$ cat config.mk
export PLATFORM = sky130hd
export DESIGN_NAME = pma_core
export DESIGN_NICKNAME = d
export VERILOG_FILES = /design/src/rtl/pma_pkg.sv /design/src/rtl/pma_core.sv
export SDC_FILE = /design/constraint.sdc
export NUM_CORES = 1
export LEC_CHECK = 0
export ABC_AREA = 1
export ABC_CLOCK_PERIOD_IN_PS = 4100
export CORE_MARGIN = 3
export CORE_UTILIZATION = 30
export CTS_BUF_LIST = sky130_fd_sc_hd__clkbuf_8
export CTS_CLUSTER_DIAMETER = 80
export DETAILED_ROUTE_END_ITERATION = 6
export DONT_BUFFER_PORTS = 1
export PLACE_DENSITY = 0.52
export RECOVER_POWER = 25
export SYNTH_ARGS = -nofsm -noshare
export SYNTH_HDL_FRONTEND = slang
export SYNTH_SLANG_ARGS = --single-unit
$ cat constraint.sdc
create_clock -name i_clk -period 4.1 [get_ports i_clk]
set_clock_uncertainty 0.1 [all_clocks]
set_input_delay 0.205 -clock i_clk [delete_from_list [all_inputs] [get_ports i_clk]]
set_output_delay 0.205 -clock i_clk [all_outputs]
set_load 0.01 [all_outputs]
$ cat src/rtl/pma_pkg.sv
package pma_pkg;

  localparam int unsigned ADDR_W        = 24;
  localparam int unsigned WORD_W        = 16;
  localparam int unsigned INSTR_W       = 24;
  localparam int unsigned UPPER_IMPL_W  = 8;

  localparam logic [23:0] RESET_PC      = 24'h000000;
  localparam logic [23:0] JUMP_TGT_ADDR = 24'h000002;
  localparam logic [23:0] VECTOR_LIMIT  = 24'h000200;
  localparam logic [23:0] PC_STEP       = 24'h000002;

  localparam logic [7:0]  UPPER_PAD     = 8'h00;

  // Absolute jump opcode in instruction bits 23:16
  localparam logic [7:0]  JUMP_OPCODE   = 8'h04;

  typedef enum logic [3:0] {
    PMA_ST_RESET   = 4'b0001,
    PMA_ST_VECTOR  = 4'b0010,
    PMA_ST_TARGET  = 4'b0100,
    PMA_ST_RUN     = 4'b1000
  } pma_state_e;

endpackage : pma_pkg

$ cat src/rtl/pma_core.sv
// What this block does
// - Location holds 24-bit word, upper byte unimplemented
// - Lower word even address, upper word odd
// - Program counter steps by two, lower-word aligned
// - Low address range reserved for fixed vectors
// - After reset fetch starts at reset value
// - Reset jump and target word executed first
`timescale 1ns/100ps
`default_nettype none

module pma_core #(
  parameter logic [23:0] P_RESET_PC = pma_pkg::RESET_PC
) (
  input  wire logic        i_clk,
  input  wire logic        i_srst,
  // Core fetch side
  input  wire logic        i_step,
  input  wire logic        i_back,
  input  wire logic        i_load,
  input  wire logic [23:0] i_load_addr,
  input  wire logic        i_vec_fetch,
  output logic [23:0]      o_program_counter,
  output logic [23:0]      o_instr,
  output logic             o_instr_valid,
  output logic             o_vec_area,
  output logic             o_load_denied,
  output logic             o_booting,
  // Flash array side, one 16-bit word per access
  output logic [23:0]      o_flash_addr,
  output logic             o_flash_rd,
  input  wire logic [15:0] i_flash_rdata,
  input  wire logic        i_flash_ack,
  // Word write path toward flash
  input  wire logic        i_wr,
  input  wire logic [23:0] i_wr_addr,
  input  wire logic [15:0] i_wr_data,
  output logic             o_flash_wr,
  output logic [23:0]      o_flash_waddr,
  output logic [15:0]      o_flash_wdata
);

  // Vector area test, shared by the load guard and the status output
  function automatic logic in_vectors(input logic [23:0] a);
    in_vectors = (a < pma_pkg::VECTOR_LIMIT);
  endfunction

  // Byte address of a word: lower word even, upper word odd
  function automatic logic [23:0] word_addr(input logic [23:0] loc, input logic upper);
    word_addr = {loc[23:1], upper};
  endfunction

  // Lower word plus the implemented byte of the upper word
  function automatic logic [23:0] asm_word(input logic [15:0] upper,
                                           input logic [15:0] lower);
    asm_word = {upper[pma_pkg::UPPER_IMPL_W-1:0], lower};
  endfunction

  // Word alignment: bit 0 never reaches the program counter
  function automatic logic [23:0] even_of(input logic [23:0] a);
    even_of = {a[23:1], 1'b0};
  endfunction

  pma_pkg::pma_state_e state, next_state;
  logic [23:0] pc, next_pc;
  logic        half, next_half;
  // Lower word held from the first ack of a location
  logic [15:0] low_word, next_low_word;
  logic [23:0] instr, next_instr;
  logic        instr_valid, next_instr_valid;
  logic        load_denied, next_load_denied;
  // Write path is a one-cycle register stage that pads odd-address data
  logic        wr_q, next_wr_q;
  logic [23:0] waddr_q, next_waddr_q;
  logic [15:0] wdata_q, next_wdata_q;

  // Limitations: nothing is buffered, so the core holds i_step or i_back
  // until o_instr_valid. The opcode byte of the reset word is not checked:
  // a wrong image still jumps, which keeps boot free of a trap path.
  // Acks are trusted to answer the address shown in the cycle they arrive.

  // Boot walks RESET, VECTOR, TARGET, RUN. Each location costs two acks,
  // lower word first; half selects which word the address points at.
  always_comb begin
    next_state       = state;
    next_pc          = pc;
    next_half        = half;
    next_low_word    = low_word;
    next_instr       = instr;
    next_instr_valid = 1'b0;
    next_load_denied = 1'b0;
    case (state)
      pma_pkg::PMA_ST_RESET: begin
        // One quiet cycle, so no read is raised straight out of reset
        next_pc   = even_of(P_RESET_PC);
        next_half = 1'b0;
        next_state = pma_pkg::PMA_ST_VECTOR;
      end
      pma_pkg::PMA_ST_VECTOR: begin
        // Jump word at reset location is taken whatever its opcode byte
        if (i_flash_ack) begin
          if (!half) begin
            next_low_word = i_flash_rdata;
            next_half     = 1'b1;
          end else begin
            next_instr       = asm_word(i_flash_rdata, low_word);
            next_instr_valid = 1'b1;
            next_half        = 1'b0;
            next_pc          = pma_pkg::JUMP_TGT_ADDR;
            next_state       = pma_pkg::PMA_ST_TARGET;
          end
        end
      end
      pma_pkg::PMA_ST_TARGET: begin
        // Next location carries the start-of-code address: low 16 bits in its lower word, top byte in its upper word
        if (i_flash_ack) begin
          if (!half) begin
            next_low_word = i_flash_rdata;
            next_half     = 1'b1;
          end else begin
            next_instr       = asm_word(i_flash_rdata, low_word);
            next_instr_valid = 1'b1;
            next_half        = 1'b0;
            // Full 24-bit target: lower word plus the upper byte
            next_pc          = even_of({i_flash_rdata[7:0], low_word});
            next_state       = pma_pkg::PMA_ST_RUN;
          end
        end
      end
      pma_pkg::PMA_ST_RUN: begin
        if (i_load) begin
          // Code may not be placed in the vector area, only vector fetches reach it.
          // An ack in the load cycle is dropped: its word belongs to the old pc,
          // and a refused load also drops it, so the fetch simply repeats.
          if (in_vectors(i_load_addr) && !i_vec_fetch) begin
            next_load_denied = 1'b1;
          end else begin
            next_pc   = even_of(i_load_addr);
            next_half = 1'b0;
          end
        end else if (i_flash_ack) begin
          if (!half) begin
            next_low_word = i_flash_rdata;
            next_half     = 1'b1;
          end else begin
            next_instr       = asm_word(i_flash_rdata, low_word);
            next_instr_valid = 1'b1;
            next_half        = 1'b0;
            // Retreat wins over step when both are asked for
            if (i_back) begin
              next_pc = pc - pma_pkg::PC_STEP;
            end else if (i_step) begin
              next_pc = pc + pma_pkg::PC_STEP;
            end
          end
        end
      end
      default: begin
        next_state = pma_pkg::PMA_ST_RESET;
      end
    endcase
  end

  always_comb begin
    next_wr_q    = i_wr;
    next_waddr_q = i_wr_addr;
    next_wdata_q = i_wr_data;
    // Flash sees the write one cycle late, which keeps its inputs registered.
    // Even address is a lower word and passes whole.
    // Odd address is the upper word: the top byte is dropped
    if (i_wr && i_wr_addr[0]) begin
      next_wdata_q = {pma_pkg::UPPER_PAD, i_wr_data[7:0]};
    end
  end

  // Reset loads constants only; the one-cycle pulses restart low
  always_ff @(posedge i_clk) begin
    if (i_srst) begin
      state       <= pma_pkg::PMA_ST_RESET;
      pc          <= 24'h000000;
      half        <= 1'b0;
      low_word    <= 16'h0000;
      instr       <= 24'h000000;
      instr_valid <= 1'b0;
      load_denied <= 1'b0;
      wr_q        <= 1'b0;
      waddr_q     <= 24'h000000;
      wdata_q     <= 16'h0000;
    end else begin
      state       <= next_state;
      pc          <= next_pc;
      half        <= next_half;
      low_word    <= next_low_word;
      instr       <= next_instr;
      instr_valid <= next_instr_valid;
      load_denied <= next_load_denied;
      wr_q        <= next_wr_q;
      waddr_q     <= next_waddr_q;
      wdata_q     <= next_wdata_q;
    end
  end

  assign o_program_counter = pc;
  assign o_instr           = instr;
  assign o_instr_valid     = instr_valid;
  // o_vec_area and o_booting are decoded straight from pc and state; o_load_denied is registered
  assign o_vec_area        = in_vectors(pc);
  assign o_load_denied     = load_denied;
  assign o_booting         = (state != pma_pkg::PMA_ST_RUN);
  // Even address reads the lower word, odd the upper word
  assign o_flash_addr      = word_addr(pc, half);
  // No request while reset settles or while a load rewrites the pc;
  // an answer then would belong to an address that is about to vanish
  assign o_flash_rd        = (state != pma_pkg::PMA_ST_RESET) &&
                             !(state == pma_pkg::PMA_ST_RUN && i_load);
  assign o_flash_wr        = wr_q;
  assign o_flash_waddr     = waddr_q;
  assign o_flash_wdata     = wdata_q;

endmodule : pma_core

`default_nettype wire

==> metrics.cfg <==
[synth]
ys_warn_count=0
yosysUniqueCellTypes=44
synthFlopType=dfxtp_1
synthesis.nets=1008
synth_edf_count=0
netlist_area_sq_mm=0.00606
synthArstFlopShare_pct=0
synthCells=897
yosysTopAreaCell=dfxtp_1
synth_area_leaders=dfxtp_1 (37%), nand2_1 (14%), inv_1 (9.7%)
yosysSeqAreaShare_pct=36.6
synth_top_area_share_pct=36.6
ys_seq_elements=111
syn_avg_cell_area_sq_um=6.76

[min_path]
hold_class=input port to register

[timing]
rsz0062_at_grt=false
slew_headroom_pct=53.0
slew_violations=0
fin_crit_ns=2.51
finalHoldViolations=0
finalHoldWorstSlack_ns=0.0226
setup_tns_ns=0
finalSetupViolations=0
worst_pin_slew_ns=0.699
post-route-period-util_pct=61.2
fmaxAchievable_ghz=0.399

[detailed_routing]
first_pass_iters=4
wl_um=19000
ant_nets=0
drcViolationCount=0
via_count=5490
vias_per_cell=4.58
drtIter0Drc=289
wl_per_cell_um=15.8

[setup_path]
crit_slowest_cell=dfxtp_1
crit_path_cell_trace=inv_1, fa_1, inv_1, nand3_1, nand3_1, nand2_1, nand2_1, nand2_1, nand2_1, nor2_1, o21bai_1, nand2_1, a21oi_2
crit_required_ns=4.34
cp-end-kind=register
max_stage_delay_ns=0.62
start_kind=register
critPathArrivalTime_ns=2.74
crit_path_max_fanout=7
crit_type=register to register
cpMostUsedCell=nand2_1

[cells_and_area]
drive_gt1_share_pct=7.40
nFillCells=2181
diodes=0
final_area_sq_mm=0.00696
area_growth_pct=14.8
multi_input_area_sq_mm=0.00288
regArea_sq_mm=0.00222
nets=1039
fin_cells=1198

[place]
hpwl_um=14100
gp_congestion=0.847
dpl.cell_count=1115
place_area_sq_mm=0.00608
port_buffers=0

[power]
p_leak_nw=3.32
p_sw_uw=681
p_per_area_mw_per_mm2=309
ir_drop_mv=0.242
pwr-share-clk_pct=31.2
p_int_mw=1.47
comb_power_share_pct=15.1
seqPwrFrac_pct=53.7
switching_share_pct=31.6

[clock_network]
clock_sink_count=111
clkLatencyLatePin_ns=0.39
path_clk_slew_ns=0.12
clockBufferDepth=2
cts_made_buffers=9
cts-root-buf=clkbuf_8
cts_resized=0
cts-htree-levels=3
cts_tree=yes

[flow_run]
drv_cap=0

[status]
status=complete, no violations

[floorplan]
fp.dieW_um=148
rows=51
die_h_um=148
core-area_sq_mm=0.0197
start_util_pct=30.9
ioPinCount=206
die-area_sq_mm=0.0220

[grt]
antenna_found_initial=0
grt_pass1_vias=5248
grt_pass1_wl_um=29200
grt-ovfl-total=0
grt_max_degree=62
grtUsageTotal_pct=16.9

-- kinds of logic (layout without fill, tap and decap cells) --
family,Yosys count,count (layout),synth area share (%)
AO/OA/AOI/OAI,144,144,13.3
XOR/XNOR,6,6,0.867
adder cells (fa/ha/maj),23,23,4.87
buffers and inverters,214,250,15.9
flip-flops,111,111,36.6
other,1,1,0.0618
AND/OR/NAND/NOR,398,398,28.4
-- path summary, 6_finish.rpt --
| kind | startpoint | end | slack, ns | cells past startpoint |
|---|---|---|---|---|
| hold reg to reg | low_word[7] | o_instr[7] | 0.37 | 2 |
| setup reg to reg | o_program_counter[1] | o_program_counter[17] | 1.59 | 13 |
| hold / removal | i_load_addr[10] | o_program_counter[10] | 0.02 | 4 |
| setup / recovery | o_program_counter[1] | o_program_counter[17] | 1.59 | 13 |
-- Yosys cell counts, types with 2 or more instances --
library cell,instances
ha_1,22
a21oi_1,58
xor2_1,4
nand3b_1,4
nand3_1,35
nor4_1,6
or2_2,5
o22ai_1,6
inv_1,157
buf_2,7
nand4_1,5
buf_6,2
nor2_1,95
inv_2,4
dfxtp_1,111
a21oi_2,13
o211ai_1,6
nor3_1,2
buf_4,26
nand2_1,220
nand2_4,4
o21ai_0,48
o21ai_1,9
xnor2_1,2
nand2_2,16
clkbuf_1,12
-- final cells by class --
cell class,instances,area share [%]
clock buffers,9,1.78
clock inverters,7,1.04
inverters,165,9.08
multi-input cells,572,41.3
flip-flops and latches,111,31.9
well taps,265,4.76
repair buffers,69,10.1
-- metal layers --
layer	global-route usage, %	wire length, um	part of all wire (%)
met5	0	0	0
met4	5.40	435	2.3
met3	4.02	986	5.2
met2	28.2	9220	49
met1	21.7	8340	44
-- power groups by stage --
stage	Combinational, mW	Clock [mW]	Sequential (mW)
finish	0.325	0.671	1.16
global route	0.364	0.732	1.16
CTS	0.330	0.702	1.16
detailed placement	0.264	0	1.18
global placement	0.263	0	1.18
floorplan	0.248	0	1.17
-- what timing repair did --
action	4_1_cts	5_1_grt
hold buffers	67	0
hold endpoints to repair	93	0
buffers inserted	0	0
-- stage by stage --
stage               setup slack [ns]  util (%)  total power [mW]
finish                          1.59      35.4              2.15
global route                    1.38      35.4              2.26
CTS                             1.55      35.4              2.19
detailed placement              1.57      30.9              1.44
global placement                1.60      30.9              1.44
floorplan                       2.13         -              1.42
-- registers in the layout, indices dropped and copies added (netlist names) --
| register | count |
|---|---|
| low_word | 16 |
| o_instr_valid | 1 |
| o_flash_wr | 1 |
| half | 1 |
| state | 4 |
| o_flash_wdata | 16 |
| o_program_counter | 23 |
| o_load_denied | 1 |
| o_flash_waddr | 24 |
| o_instr | 24 |
-- cell usage in the layout, fill, tap and decap left out, types with 3 or more instances in the layout --
cell type,instances
o21ai_0,48
nor4_1,6
clkbuf_8,9
inv_2,4
nand3b_1,4
nand3_1,35
ha_1,22
dfxtp_1,111
nand2_1,220
dlygate4sd3_1,66
a21oi_2,13
or2_2,5
inv_1,157
xor2_1,4
a21oi_1,58
o22ai_1,6
o21ai_1,9
nor2_1,95
nand2_4,4
nand4_1,5
nand2_2,16
o211ai_1,6
inv_8,3
-- worst max-delay path, delay by kind of cell, from the launching register on --
kind            cells  cell delay (ns)
simple gates        8             0.80
flops               1             0.62
fa+ha+maj           1             0.44
compound gates      2             0.28
buf+inv             2             0.23
(Power assumes the default switching activity.)
